## src/core/tmoc_params.svh

```systemverilog
// constants of the two-channel timer output compare unit
//------------------------------------------------------------------------------
// How it works
// - counter reaching a channel's compare target sets its match flag
// - match with pin enabled drives match level; pin latch low in reset
// - compare values reset to 8000h: high byte 80h, low byte 00h
// - compare bytes read and write freely; hardware never alters them
// - compare of high:low against counter happens on every timer tick
// - match flag clears on status read seeing it, then low-byte access
// - writing compare high byte inhibits matches until low byte written
// - pin disabled: match level ignored, flag and interrupt still work
// - at cpu/2 flag and pin rise while counter equals compare value
// - at cpu/4 or cpu/8 they rise while counter equals compare plus one
// - force with pin enabled copies match level to pin, no flag or irq
// - interrupt when compare_irq_enable (bit 6) and a match flag set
// - interrupt when overflow_irq_enable (bit 5) and overflow flag set
// - one shared request, delivered only when global mask is clear
// - timer runs in wait; its interrupt wakes from wait, never from halt
// - halt stops counter; wake by interrupt resumes, reset restarts
// - clock_select bits 3:2: 00 cpu/4, 01 cpu/2, 10 cpu/8, 11 reserved
// - pin enables bits 7 and 6 gate only pins; compare stays active
// - overflow flag sets on FFFFh to 0000h; cleared via counter low only
// - status: match 1 bit 6, overflow bit 5, match 2 bit 3, rest zero
// - control a: force 2 b4, force 1 b3, level 2 b2, level 1 b0
// - writing counter low or alternate low reloads counter with FFFCh
//------------------------------------------------------------------------------
`ifndef TMOC_PARAMS_SVH
`define TMOC_PARAMS_SVH

// register addresses
`define TMOC_ADDR_CTRL_A      8'h20
`define TMOC_ADDR_CTRL_B      8'h21
`define TMOC_ADDR_STATUS      8'h22
`define TMOC_ADDR_CNT_HIGH    8'h23
`define TMOC_ADDR_CNT_LOW     8'h24
`define TMOC_ADDR_ALT_HIGH    8'h25
`define TMOC_ADDR_ALT_LOW     8'h26
`define TMOC_ADDR_CMP1_HIGH   8'h27
`define TMOC_ADDR_CMP1_LOW    8'h28
`define TMOC_ADDR_CMP2_HIGH   8'h29
`define TMOC_ADDR_CMP2_LOW    8'h2A

// control a fields
`define TMOC_CA_CMP_IRQ_EN    6
`define TMOC_CA_OVF_IRQ_EN    5
`define TMOC_CA_FORCE_2       4
`define TMOC_CA_FORCE_1       3
`define TMOC_CA_LEVEL_2       2
`define TMOC_CA_LEVEL_1       0
`define TMOC_CA_MASK          8'h7D

// control b fields
`define TMOC_CB_PIN_EN_1      7
`define TMOC_CB_PIN_EN_2      6
`define TMOC_CB_CLK_SEL_HI    3
`define TMOC_CB_CLK_SEL_LO    2
`define TMOC_CB_MASK          8'hCC

// status fields
`define TMOC_ST_MATCH_1       6
`define TMOC_ST_OVERFLOW      5
`define TMOC_ST_MATCH_2       3

// reset values
`define TMOC_RST_CTRL         8'h00
`define TMOC_RST_COUNTER      16'hFFFC
`define TMOC_RST_CMP_HIGH     8'h80
`define TMOC_RST_CMP_LOW      8'h00
`define TMOC_COUNTER_TOP      16'hFFFF

// prescale terminal counts (divide minus one)
`define TMOC_DIV2_LAST        3'h1
`define TMOC_DIV4_LAST        3'h3
`define TMOC_DIV8_LAST        3'h7

`endif

```

## src/core/tmoc_pkg.sv

```systemverilog
// types of the two-channel timer output compare unit
`default_nettype none

package tmoc_pkg;

    typedef enum logic [1:0] {
        TMOC_CLK_DIV4 = 2'h0,
        TMOC_CLK_DIV2 = 2'h1,
        TMOC_CLK_DIV8 = 2'h2,
        TMOC_CLK_RSVD = 2'h3
    } tmoc_clk_sel_t;

endpackage : tmoc_pkg

`default_nettype wire

```

## src/core/tmoc_top.sv

```systemverilog
// two-channel output compare unit with its free-running counter and registers
`timescale 1ns/1ps
`default_nettype none
`include "tmoc_params.svh"

module tmoc_top
    import tmoc_pkg::*;
(
    // clock and reset
    input  wire logic        i_clk_sys,
    input  wire logic        i_sys_rst,
    // register port
    input  wire logic [7:0]  i_reg_addr,
    input  wire logic [7:0]  i_reg_wdata,
    input  wire logic        i_reg_wr,
    input  wire logic        i_reg_rd,
    output logic      [7:0]  o_reg_rdata,
    // processor state
    input  wire logic        i_irq_mask,
    input  wire logic        i_wait_mode,
    input  wire logic        i_halt_mode,
    // interrupt and wake
    output logic             o_timer_irq,
    output logic             o_wait_wake,
    // compare pins
    output logic             o_compare_out_1,
    output logic             o_compare_oe_1,
    output logic             o_compare_out_2,
    output logic             o_compare_oe_2
);

    //--------------------------------------------------------------------------
    // helpers
    //--------------------------------------------------------------------------
    function automatic logic [2:0] tmoc_div_last(input tmoc_clk_sel_t sel);
        unique case (sel)
            TMOC_CLK_DIV2: tmoc_div_last = `TMOC_DIV2_LAST;
            TMOC_CLK_DIV8: tmoc_div_last = `TMOC_DIV8_LAST;
            TMOC_CLK_DIV4: tmoc_div_last = `TMOC_DIV4_LAST;
            TMOC_CLK_RSVD: tmoc_div_last = `TMOC_DIV4_LAST;
        endcase
    endfunction : tmoc_div_last

    // compare target: plus one except at cpu/2
    function automatic logic [15:0] tmoc_target(input logic [15:0] cmp, input logic div2);
        tmoc_target = div2 ? cmp : 16'(cmp + 16'h0001);
    endfunction : tmoc_target

    //--------------------------------------------------------------------------
    // register state
    //--------------------------------------------------------------------------
    logic [7:0]  ctrl_a_r;
    logic [7:0]  ctrl_b_r;
    logic [7:0]  cmp_high_r [2];
    logic [7:0]  cmp_low_r  [2];
    logic [1:0]  inhibit_r;
    logic [1:0]  match_flag_r;
    logic [1:0]  match_arm_r;
    logic        ovf_flag_r;
    logic        ovf_arm_r;
    logic [15:0] counter_r;
    logic [15:0] counter_nxt;
    logic [2:0]  presc_r;
    logic [1:0]  pin_r;

    logic        wr_cnt_low;
    logic        acc_cnt_low;
    logic [1:0]  wr_cmp_high;
    logic [1:0]  wr_cmp_low;
    logic [1:0]  acc_cmp_low;
    logic        rd_status;
    logic        tick;
    logic        div2;
    logic [1:0]  match_hit;
    logic [1:0]  pin_en;
    logic [1:0]  force_en;
    logic [1:0]  level;
    tmoc_clk_sel_t clk_sel;

    assign wr_cnt_low  = i_reg_wr && (i_reg_addr == `TMOC_ADDR_CNT_LOW ||
                                      i_reg_addr == `TMOC_ADDR_ALT_LOW);
    assign acc_cnt_low = (i_reg_wr || i_reg_rd) && i_reg_addr == `TMOC_ADDR_CNT_LOW;
    assign rd_status   = i_reg_rd && i_reg_addr == `TMOC_ADDR_STATUS;
    assign wr_cmp_high = {i_reg_wr && i_reg_addr == `TMOC_ADDR_CMP2_HIGH,
                          i_reg_wr && i_reg_addr == `TMOC_ADDR_CMP1_HIGH};
    assign wr_cmp_low  = {i_reg_wr && i_reg_addr == `TMOC_ADDR_CMP2_LOW,
                          i_reg_wr && i_reg_addr == `TMOC_ADDR_CMP1_LOW};
    assign acc_cmp_low = {(i_reg_wr || i_reg_rd) && i_reg_addr == `TMOC_ADDR_CMP2_LOW,
                          (i_reg_wr || i_reg_rd) && i_reg_addr == `TMOC_ADDR_CMP1_LOW};

    assign clk_sel  = tmoc_clk_sel_t'(ctrl_b_r[`TMOC_CB_CLK_SEL_HI:`TMOC_CB_CLK_SEL_LO]);
    assign div2     = (clk_sel == TMOC_CLK_DIV2);
    assign pin_en   = {ctrl_b_r[`TMOC_CB_PIN_EN_2], ctrl_b_r[`TMOC_CB_PIN_EN_1]};
    assign force_en = {ctrl_a_r[`TMOC_CA_FORCE_2], ctrl_a_r[`TMOC_CA_FORCE_1]};
    assign level    = {ctrl_a_r[`TMOC_CA_LEVEL_2], ctrl_a_r[`TMOC_CA_LEVEL_1]};

    //--------------------------------------------------------------------------
    // control registers
    //--------------------------------------------------------------------------
    always_ff @(posedge i_clk_sys) begin
        if (i_sys_rst) begin
            ctrl_a_r <= `TMOC_RST_CTRL;
            ctrl_b_r <= `TMOC_RST_CTRL;
        end else if (i_reg_wr && i_reg_addr == `TMOC_ADDR_CTRL_A) begin
            ctrl_a_r <= i_reg_wdata & `TMOC_CA_MASK;
        end else if (i_reg_wr && i_reg_addr == `TMOC_ADDR_CTRL_B) begin
            ctrl_b_r <= i_reg_wdata & `TMOC_CB_MASK;
        end
    end

    //--------------------------------------------------------------------------
    // compare value registers, software only
    //--------------------------------------------------------------------------
    always_ff @(posedge i_clk_sys) begin
        if (i_sys_rst) begin
            for (int i = 0; i < 2; i++) begin
                cmp_high_r[i] <= `TMOC_RST_CMP_HIGH;
                cmp_low_r[i]  <= `TMOC_RST_CMP_LOW;
            end
        end else begin
            for (int i = 0; i < 2; i++) begin
                if (wr_cmp_high[i]) begin
                    cmp_high_r[i] <= i_reg_wdata;
                end
                if (wr_cmp_low[i]) begin
                    cmp_low_r[i] <= i_reg_wdata;
                end
            end
        end
    end

    // high byte write holds off compares until the pair is complete
    always_ff @(posedge i_clk_sys) begin
        if (i_sys_rst) begin
            inhibit_r <= 2'h0;
        end else begin
            for (int i = 0; i < 2; i++) begin
                if (wr_cmp_low[i]) begin
                    inhibit_r[i] <= 1'b0;
                end else if (wr_cmp_high[i]) begin
                    inhibit_r[i] <= 1'b1;
                end
            end
        end
    end

    //--------------------------------------------------------------------------
    // prescaler and free-running counter
    //--------------------------------------------------------------------------
    // halt freezes both, so counting resumes from the held value
    assign tick = !i_halt_mode && presc_r >= tmoc_div_last(clk_sel);

    always_ff @(posedge i_clk_sys) begin
        if (i_sys_rst || wr_cnt_low) begin
            presc_r <= 3'h0;
        end else if (!i_halt_mode) begin
            presc_r <= tick ? 3'h0 : 3'(presc_r + 3'h1);
        end
    end

    assign counter_nxt = 16'(counter_r + 16'h0001);

    always_ff @(posedge i_clk_sys) begin
        if (i_sys_rst || wr_cnt_low) begin
            counter_r <= `TMOC_RST_COUNTER;
        end else if (tick) begin
            counter_r <= counter_nxt;
        end
    end

    //--------------------------------------------------------------------------
    // match detection: flag rises with the counter step onto the target
    //--------------------------------------------------------------------------
    always_comb begin
        for (int i = 0; i < 2; i++) begin
            match_hit[i] = tick && !inhibit_r[i] && !wr_cnt_low &&
                           counter_nxt ==
                           tmoc_target({cmp_high_r[i], cmp_low_r[i]}, div2);
        end
    end

    //--------------------------------------------------------------------------
    // match flags: status read arms, low-byte access clears; set wins
    //--------------------------------------------------------------------------
    always_ff @(posedge i_clk_sys) begin
        if (i_sys_rst) begin
            match_flag_r <= 2'h0;
            match_arm_r  <= 2'h0;
        end else begin
            for (int i = 0; i < 2; i++) begin
                if (match_hit[i]) begin
                    match_flag_r[i] <= 1'b1;
                end else if (match_arm_r[i] && acc_cmp_low[i]) begin
                    match_flag_r[i] <= 1'b0;
                end
                if (acc_cmp_low[i]) begin
                    match_arm_r[i] <= 1'b0;
                end else if (rd_status && match_flag_r[i]) begin
                    match_arm_r[i] <= 1'b1;
                end
            end
        end
    end

    //--------------------------------------------------------------------------
    // overflow flag
    //--------------------------------------------------------------------------
    always_ff @(posedge i_clk_sys) begin
        if (i_sys_rst) begin
            ovf_flag_r <= 1'b0;
            ovf_arm_r  <= 1'b0;
        end else begin
            if (tick && !wr_cnt_low && counter_r == `TMOC_COUNTER_TOP) begin
                ovf_flag_r <= 1'b1;
            end else if (ovf_arm_r && acc_cnt_low) begin
                ovf_flag_r <= 1'b0;
            end
            if (acc_cnt_low) begin
                ovf_arm_r <= 1'b0;
            end else if (rd_status && ovf_flag_r) begin
                ovf_arm_r <= 1'b1;
            end
        end
    end

    //--------------------------------------------------------------------------
    // compare pins
    //--------------------------------------------------------------------------
    always_ff @(posedge i_clk_sys) begin
        if (i_sys_rst) begin
            pin_r <= 2'h0;
        end else begin
            for (int i = 0; i < 2; i++) begin
                if (pin_en[i] && (force_en[i] || match_hit[i])) begin
                    pin_r[i] <= level[i];
                end
            end
        end
    end

    always_ff @(posedge i_clk_sys) begin
        if (i_sys_rst) begin
            o_compare_out_1 <= 1'b0;
            o_compare_out_2 <= 1'b0;
            o_compare_oe_1  <= 1'b0;
            o_compare_oe_2  <= 1'b0;
        end else begin
            o_compare_out_1 <= pin_r[0];
            o_compare_out_2 <= pin_r[1];
            o_compare_oe_1  <= pin_en[0];
            o_compare_oe_2  <= pin_en[1];
        end
    end

    //--------------------------------------------------------------------------
    // interrupt request and wake
    //--------------------------------------------------------------------------
    logic irq_src;
    assign irq_src = (ctrl_a_r[`TMOC_CA_CMP_IRQ_EN] && |match_flag_r) ||
                     (ctrl_a_r[`TMOC_CA_OVF_IRQ_EN] && ovf_flag_r);

    always_ff @(posedge i_clk_sys) begin
        if (i_sys_rst) begin
            o_timer_irq <= 1'b0;
            o_wait_wake <= 1'b0;
        end else begin
            o_timer_irq <= irq_src && !i_irq_mask;
            o_wait_wake <= irq_src && i_wait_mode && !i_halt_mode;
        end
    end

    //--------------------------------------------------------------------------
    // read port, data one cycle after the strobe
    //--------------------------------------------------------------------------
    logic [7:0] rd_mux;
    always_comb begin
        rd_mux = 8'h00;
        unique case (i_reg_addr)
            `TMOC_ADDR_CTRL_A:   rd_mux = ctrl_a_r;
            `TMOC_ADDR_CTRL_B:   rd_mux = ctrl_b_r;
            `TMOC_ADDR_STATUS: begin
                rd_mux[`TMOC_ST_MATCH_1]  = match_flag_r[0];
                rd_mux[`TMOC_ST_OVERFLOW] = ovf_flag_r;
                rd_mux[`TMOC_ST_MATCH_2]  = match_flag_r[1];
            end
            `TMOC_ADDR_CNT_HIGH,
            `TMOC_ADDR_ALT_HIGH: rd_mux = counter_r[15:8];
            `TMOC_ADDR_CNT_LOW,
            `TMOC_ADDR_ALT_LOW:  rd_mux = counter_r[7:0];
            `TMOC_ADDR_CMP1_HIGH: rd_mux = cmp_high_r[0];
            `TMOC_ADDR_CMP1_LOW:  rd_mux = cmp_low_r[0];
            `TMOC_ADDR_CMP2_HIGH: rd_mux = cmp_high_r[1];
            `TMOC_ADDR_CMP2_LOW:  rd_mux = cmp_low_r[1];
            default:              rd_mux = 8'h00;
        endcase
    end

    always_ff @(posedge i_clk_sys) begin
        if (i_sys_rst) begin
            o_reg_rdata <= 8'h00;
        end else if (i_reg_rd) begin
            o_reg_rdata <= rd_mux;
        end else begin
            o_reg_rdata <= 8'h00;
        end
    end

endmodule : tmoc_top

`default_nettype wire

```

## config.mk

```make
export PLATFORM = sky130hd
export DESIGN_NAME = tmoc_top
export DESIGN_NICKNAME = d
export VERILOG_FILES = /design/src/core/tmoc_pkg.sv /design/src/core/tmoc_top.sv
export VERILOG_INCLUDE_DIRS = /design/src /design/src/core
export SDC_FILE = /design/constraint.sdc
export NUM_CORES = 1
export LEC_CHECK = 0
export BUFFER_PORTS_ARGS = -buffer_cell sky130_fd_sc_hd__buf_4
export CAP_MARGIN = 20
export CORE_ASPECT_RATIO = 1.1
export CORE_UTILIZATION = 61
export CTS_CLUSTER_SIZE = 28
export DETAILED_ROUTE_END_ITERATION = 7
export PLACE_DENSITY = 0.81
export SLEW_MARGIN = 20
export SYNTH_ARGS = -nofsm -noshare
export SYNTH_HDL_FRONTEND = slang
export SYNTH_SLANG_ARGS = --single-unit
```

## constraint.sdc

```tcl
create_clock -name i_clk_sys -period 8.05 [get_ports i_clk_sys]
set_clock_uncertainty 0.15 [all_clocks]
set_input_delay 1.61 -clock i_clk_sys [delete_from_list [all_inputs] [get_ports i_clk_sys]]
set_output_delay 1.61 -clock i_clk_sys [all_outputs]
set_load 0.01 [all_outputs]
```

==> metrics.txt, run 1 <==
status=finished clean; Yosys top cell by area=dfxtp_1; CP max FO=8; starting density of the core=63.2%; CP required=8190 ps; worst ir drop on vdd=0.0937 mV; number of DRC markers in iteration 0=587; power share of the clock group=35.5%; Hold Startpoint=pin_r[0]$_SDFFE_PP0P_; # hold bufs at CTS=0; RSZ-0062 raised after global routing=false; CTS clk-pin slew, worst paths=100 ps; IO buf count=36; register area share after synthesis=40.5%; Post-Syn Area=0.00500 mm^2; share of cells above drive strength 1=12.5%; antenna violations before repair=0; H-tree depth=3; first-pass GRT wire length=22.5 mm; Die W=88.3 um; remaining antenna violation count=0; Syn Area/Cell=9.38 um^2; leakage power=2.00 nW; Initial DRT Pass Iterations=7; Psw=0.000235 W; WL final=14.4 mm; final worst path period need=3930 ps; r2r startpoint=counter_r[4]$_SDFFE_PP1N_; fmax=255 MHz; vias in the first global route=4149; Post-synth EDFFs=32; sw frac=27.8%; DP HPWL=10.9 mm; clock root cell=clkbuf_8; max incr delay on CP=770 ps; fill cell count=661; worst hold path class=register to register; post-synthesis cell count=533; GPL Wtd Cong=1.03; row count=34; WHS=334 ps; Post-synth top flop=dfxtp_1; Fin. Hold Viols=0; TritonCTS buffer count=9; Startpoint Class=input port; max-slew violation count=0; slowest CP cell=nor3_1; Critical Path AT=4060 ps; CP Cell Sequence=buf_4 > nor4b_1 > nand2_1 > nor3_1 > a22o_1 > a221oi_1 > o21ai_0 > a31oi_1 > a211oi_1; die height=96.9 um; Netlist cell types=53; Seq pwr share=55.8%; CP Capture Type=register; Syn-to-layout area delta=10.3%; Worst-Skew Late Latency=370 ps; Core Box Area=0.00791 mm^2; Synth Net Count=562; post_cts resized=0; vias per std cell=6.62; PwrDens=154 mW/mm^2; Async S/R FF share, synth=0%; Die ar.=0.00856 mm^2; Final nets=582; Yosys Warn Count=0; Tot GR Track Use=35.9%; Tcrit/Tclk final=48.8%; vias=4406; CTS tree=done; Pint=0.000611 W; FF+latch count, synth=85; Placed Area=0.00530 mm^2; final setup fails=0; # Max-Cap Violations=0; DRC viols=0; Slew HR=39.5%; fin area=0.00551 mm^2; Clock Path Buffers=2; Routed WL per cell=21.7 um; Combinational Power Share=8.7%; synth top area cells=dfxtp_1, edfxtp_1, xnor2_1; # Post-CTS Setup Buffers=0; total grt overflow=0; largest net degree at the start of global routing=27; Worst-Margin Slew=901 ps; # diodes=0; Sink Count=85; start point of the critical path=i_reg_addr[4]; CP Class=input port to register; setup TNS=0 ps; I/O pins=37; share of the synthesized area in the top cell type=21.2%
-- path summary, 6_finish.rpt --
path              slack, ps  cells past startpoint                         end
setup / recovery       4120                      9   o_reg_rdata[4]$_SDFF_PP0_
hold / removal          330                      1  o_compare_out_1$_SDFF_PP0_
setup reg to reg       4320                      8       pin_r[0]$_SDFFE_PP0P_
hold reg to reg         330                      1  o_compare_out_1$_SDFF_PP0_
-- cell usage in the layout (no fill, tap or decap), types with 11 or more instances in the layout --
cell      count
xnor2_1      48
and3_1       14
a21oi_1      27
xor2_1       15
buf_4        42
and2_1       24
a22oi_1      12
nor3_1       18
dfxtp_1      53
nand2_1      39
nand4_1      18
inv_1        11
edfxtp_1     32
nor2_1       43
nand3_1      22
-- per-layer routing --
| layer | part of all wire (%) | up-vias | track usage, % |
|---|---|---|---|
| met2 | 47 | 291 | 56.9 |
| met3 | 9.9 | 59 | 5.63 |
| li1 | - | 1986 | - |
| met1 | 39 | 2070 | 47.5 |
| met5 | 0 | - | 0 |
| met4 | 4.4 | 0 | 17.0 |
-- cells by family after synthesis --
family	count (synthesis)	synth area share [%]
compound gates	94	13.0
xor+xnor	72	15.1
fa+ha+maj	6	1.50
buf+inv	44	3.58
flops	85	40.5
mux	13	2.75
simple gates	219	23.5
-- worst max-delay path, delay by kind of cell --
kind            cells  cell delay, ps
simple gates        3            1660
buf+inv             1             110
compound gates      5             680
-- registers in the layout (all words and copies together) (netlist names) --
register         count
inhibit_r            2
counter_r           16
o_compare_oe_1       1
o_timer_irq          1
ovf_arm_r            1
presc_r              3
cmp_low_r           16
pin_r                2
o_compare_out_2      1
match_arm_r          2
cmp_high_r          16
o_reg_rdata          8
ovf_flag_r           1
o_compare_out_1      1
ctrl_b_r             4
ctrl_a_r             6
o_wait_wake          1
o_compare_oe_2       1
match_flag_r         2
-- metrics by stage --
step	power (W)	setup slack [ps]	instances	utilization, %
3_5_place_dp	0.000554	3430	649	67.0
2_1_floorplan	0.000522	3810	533	-
6_report	0.000847	4120	666	69.7
4_1_cts	0.000847	3810	665	69.5
3_3_place_gp	0.000552	3680	649	67.0
5_1_grt	0.000875	3940	666	69.7
-- cell usage after synthesis, drive strengths merged (8+ instances only) --
master	n
edfxtp	32
o21ai	10
nand4	19
nand2	39
a31oi	8
nand3	22
and2	24
and3	14
a21oi	27
buf	8
nor3	18
nor2	43
nor2b	8
clkbuf	25
inv	11
dfxtp	53
xnor3	8
a22oi	12
xnor2	48
xor2	15
-- cell type report --
cell class,count,area [um^2],share of cell area (%)
multi-input cells,404,2800,50.8
well taps,108,135,2.45
clock buffers,9,124,2.25
clock inverters,7,73.8,1.34
flip-flops and latches,85,2020,36.7
repair buffers,42,315,5.72
inverters,11,41.3,0.749
-- power groups by stage --
stage | Sequential [W] | Clock, W | Combinational (W)
after floorplan | 0.000473 | 0 | 0.0000492
after CTS | 0.000472 | 0.000303 | 0.0000724
after detailed placement | 0.000481 | 0 | 0.0000721
final | 0.000473 | 0.000300 | 0.0000734
after global routing | 0.000474 | 0.000322 | 0.0000797
after global placement | 0.000481 | 0 | 0.0000705
No activity file was read; power rests on OpenSTA's default activity.
==> run 2, diff against run 1 <==
--- a/config.mk
+++ b/config.mk
@@ -6,13 +6,14 @@
 export SDC_FILE = /design/constraint.sdc
 export NUM_CORES = 1
 export LEC_CHECK = 0
+export ABC_AREA = 1
 export BUFFER_PORTS_ARGS = -buffer_cell sky130_fd_sc_hd__buf_4
 export CAP_MARGIN = 20
 export CORE_ASPECT_RATIO = 1.1
-export CORE_UTILIZATION = 61
+export CORE_UTILIZATION = 55
 export CTS_CLUSTER_SIZE = 28
 export DETAILED_ROUTE_END_ITERATION = 7
-export PLACE_DENSITY = 0.81
+export PLACE_DENSITY = 0.76
 export SLEW_MARGIN = 20
 export SYNTH_ARGS = -nofsm -noshare
 export SYNTH_HDL_FRONTEND = slang
==> constraint.sdc (replaced) <==
create_clock -name i_clk_sys -period 3.4 [get_ports i_clk_sys]
set_clock_uncertainty 0.15 [all_clocks]
set_input_delay 0.68 -clock i_clk_sys [delete_from_list [all_inputs] [get_ports i_clk_sys]]
set_output_delay 0.68 -clock i_clk_sys [all_outputs]
set_load 0.01 [all_outputs]
==> metrics.txt, run 2 <==
status=finished clean (unchanged); commonest non-fill, non-tap cell in the layout=nand2_1 (was dfxtp_1); number of DRC markers in iteration 0=640 (was 587); I/O pins=37 (unchanged); TritonCTS buffer count=9 (unchanged); Sink Count=85 (unchanged); r2r startpoint=ctrl_b_r[2]$_SDFFE_PP0P_ (was counter_r[4]$_SDFFE_PP1N_); Initial DRT Pass Iterations=6 (was 7); Die ar.=0.0104 mm^2 (was 0.00856 mm^2); Startpoint Class=register (was input port); CP Class=register to register (was input port to register); CP Capture Type=register (unchanged); Hold Crit Depth=2 (was 1); CTS tree=done (unchanged); Syn-to-layout area delta=11.4% (was 10.3%); Placed Area=0.00590 mm^2 (was 0.00530 mm^2); GPL Wtd Cong=0.999 (was 1.03); setup TNS=0 ps (unchanged); Hold Startpoint=pin_r[1]$_SDFFE_PP0P_ (was pin_r[0]$_SDFFE_PP0P_); # diodes=0 (unchanged); final core utilization=64.2% (was 69.7%); DRC viols=0 (unchanged); # Post-CTS Setup Buffers=0 (unchanged); fin area=0.00612 mm^2 (was 0.00551 mm^2); hold path endpoint=o_compare_out_2$_SDFF_PP0_ (was o_compare_out_1$_SDFF_PP0_); synth top area cells=dfxtp_1, nand2_1, edfxtp_1 (was dfxtp_1, edfxtp_1, xnor2_1); worst hold path class=register to register (unchanged); share of the synthesized area in the top cell type=19.3% (was 21.2%); Critical Path AT=3110 ps (was 4060 ps); Async S/R FF share, synth=0% (unchanged); WL final=19.3 mm (was 14.4 mm); Worst-Skew Late Latency=380 ps (was 370 ps); total grt overflow=0 (unchanged); first-pass GRT wire length=29.7 mm (was 22.5 mm); # hold bufs at CTS=0 (unchanged); Worst-Margin Slew=831 ps (was 901 ps); H-tree depth=3 (unchanged); count leader, synth=nand2_1 (was dfxtp_1); # Max-Cap Violations=0 (unchanged); vias per std cell=5.91 (was 6.62); clock root cell=clkbuf_8 (unchanged); Syn Area/Cell=6.40 um^2 (was 9.38 um^2); FF+latch count, synth=85 (unchanged); Final nets=930 (was 582); final setup fails=0 (unchanged); Tot GR Track Use=38.0% (was 35.9%); reg2reg setup slack=430 ps (was 4320 ps); Yosys Warn Count=0 (unchanged); remaining antenna violation count=0 (unchanged); post-synthesis cell count=859 (was 533); antenna violations before repair=0 (unchanged); share of cells above drive strength 1=9.16% (was 12.5%); RSZ-0062 raised after global routing=false (unchanged); register area share after synthesis=36.8% (was 40.5%); post_cts resized=0 (unchanged); largest net degree at the start of global routing=27 (unchanged); final worst path period need=2970 ps; max-slew violation count=0 (unchanged); Register Area=0.00202 mm^2 (unchanged); Post-synth top flop=dfxtp_1 (unchanged); CP required=3530 ps (was 8190 ps); IO buf count=36 (unchanged); CP max FO=13 (was 8); Critical R2R Capture=ovf_flag_r$_SDFFE_PP0P_ (was pin_r[0]$_SDFFE_PP0P_); Post-synth EDFFs=32 (unchanged); Fin. Hold Viols=0 (unchanged); CTS clk-pin slew, worst paths=110 ps (was 100 ps); Yosys top cell by area=dfxtp_1 (unchanged); area occupied by multi-input gates=0.00293 mm^2 (was 0.00280 mm^2); Post-Syn Area=0.00550 mm^2 (was 0.00500 mm^2); Tcrit/Tclk final=87.5%; Routed WL per cell=18.8 um (was 21.7 um); Post-synth top cells=nand2_1, inv_1, nor2_1 (was dfxtp_1, xnor2_1, nor2_1); DP HPWL=15.6 mm (was 10.9 mm); row count=37 (was 34); most frequent cells in the layout=nand2_1, inv_1, nor2_1 (was dfxtp_1, xnor2_1, nor2_1); vias in the first global route=5542 (was 4149); cells on worst reg2reg path=11 (was 8); fmax=336 MHz; die height=107 um (was 96.9 um); Synth Net Count=888 (was 562); worst ir drop on vdd=0.299 mV (was 0.0937 mV); Slew HR=44.4% (was 39.5%); vias=6044 (was 4406); Core Box Area=0.00954 mm^2 (was 0.00791 mm^2); Netlist cell types=34 (was 53); Die W=97.3 um (was 88.3 um); PwrDens=352 mW/mm^2 (was 154 mW/mm^2); Largest regs=cmp_high_r (16), cmp_low_r (16), counter_r (16) (unchanged); fill cell count=881 (was 661); starting density of the core=57.6% (was 63.2%); leakage power=3.09 nW (was 2.00 nW); Clock Path Buffers=2 (unchanged)
## run 2: cell types whose count changed in the layout (fill, tap and decap cells not counted), moves of 19 or more
cell and delta:
o22ai_1 +19, nand3_1 +68, and2_1 -24, inv_1 +115
xnor2_1 -48, nor2_1 +55, nand2_1 +243
## run 2: metal layers
layer  global-route usage (%)  wire length [um]  up-vias
li1                         -                 -     2887
met1                     47.2              7570     2763
met2                     63.9              9140      332
met3                     5.80              1620       62
met4                     20.6               941        0
met5                        0                 0        -
## run 2: kinds of logic (layout without fill, tap and decap cells)
group / Yosys count / after routing / synth area share [%]
adders and majority gates: 6 / 6 / 1.37
xor gates and xnor gates: 1 / 1 / 0.159
muxes: 1 / 1 / 0.182
AOI/OAI and AO/OA: 100 / 100 / 10.7
and+or+nand+nor: 524 / 524 / 40.9
buffers and inverters: 142 / 189 / 9.99
DFF: 85 / 85 / 36.8
## run 2: metrics by stage
stage / worst slack, ps / hold slack (ps) / cells / power (W)
floorplan: 763 / 259 / 859 / 0.00126
global placement: 701 / 268 / 1007 / 0.00134
detailed placement: 559 / 291 / 1007 / 0.00135
CTS: 504 / 302 / 1023 / 0.00215
global route: 264 / 293 / 1023 / 0.00222
finish: 426 / 305 / 1023 / 0.00216
## run 2: where the power goes
group	internal, W	switching [W]
clock	0.000395	0.000429
combinational	0.0000700	0.000140
sequential	0.00108	0.0000443
## run 2: how the worst max path moves through the flow
stage,from,endpoint,slack [ps]
2_1_floorplan,i_reg_addr[4],cmp_low_r[0][10]$_DFFE_PP_,760
3_3_place_gp,i_reg_addr[4],cmp_high_r[0][2]$_DFFE_PP_,700
3_5_place_dp,ctrl_b_r[2]$_SDFFE_PP0P_,ovf_flag_r$_SDFFE_PP0P_,560
4_1_cts,ctrl_b_r[2]$_SDFFE_PP0P_,ovf_flag_r$_SDFFE_PP0P_,500
5_1_grt,ctrl_b_r[2]$_SDFFE_PP0P_,ovf_flag_r$_SDFFE_PP0P_,260
6_report,ctrl_b_r[2]$_SDFFE_PP0P_,ovf_flag_r$_SDFFE_PP0P_,430
## run 2: worst max-delay path, stage by stage, from the launching register on
cell     delay [ps]
dfxtp_1         480
inv_2            70
nor2_1          250
ha_1            210
nand2_1          50
nand2_1          50
a21oi_1          40
nor2_1          300
nand2_1         120
nor2_1          650
inv_1           230
o31ai_1         260
## run 2: final cells by class
| cell class | count | share of cell area, % |
|---|---|---|
| tap | 117 | 2.39 |
| inverter | 131 | 8.03 |
| clock buffer | 10 | 2.43 |
| multi-input combinational | 632 | 47.8 |
| sequential | 85 | 33.0 |
| timing repair buffer | 42 | 5.15 |
| clock inverter | 6 | 1.19 |
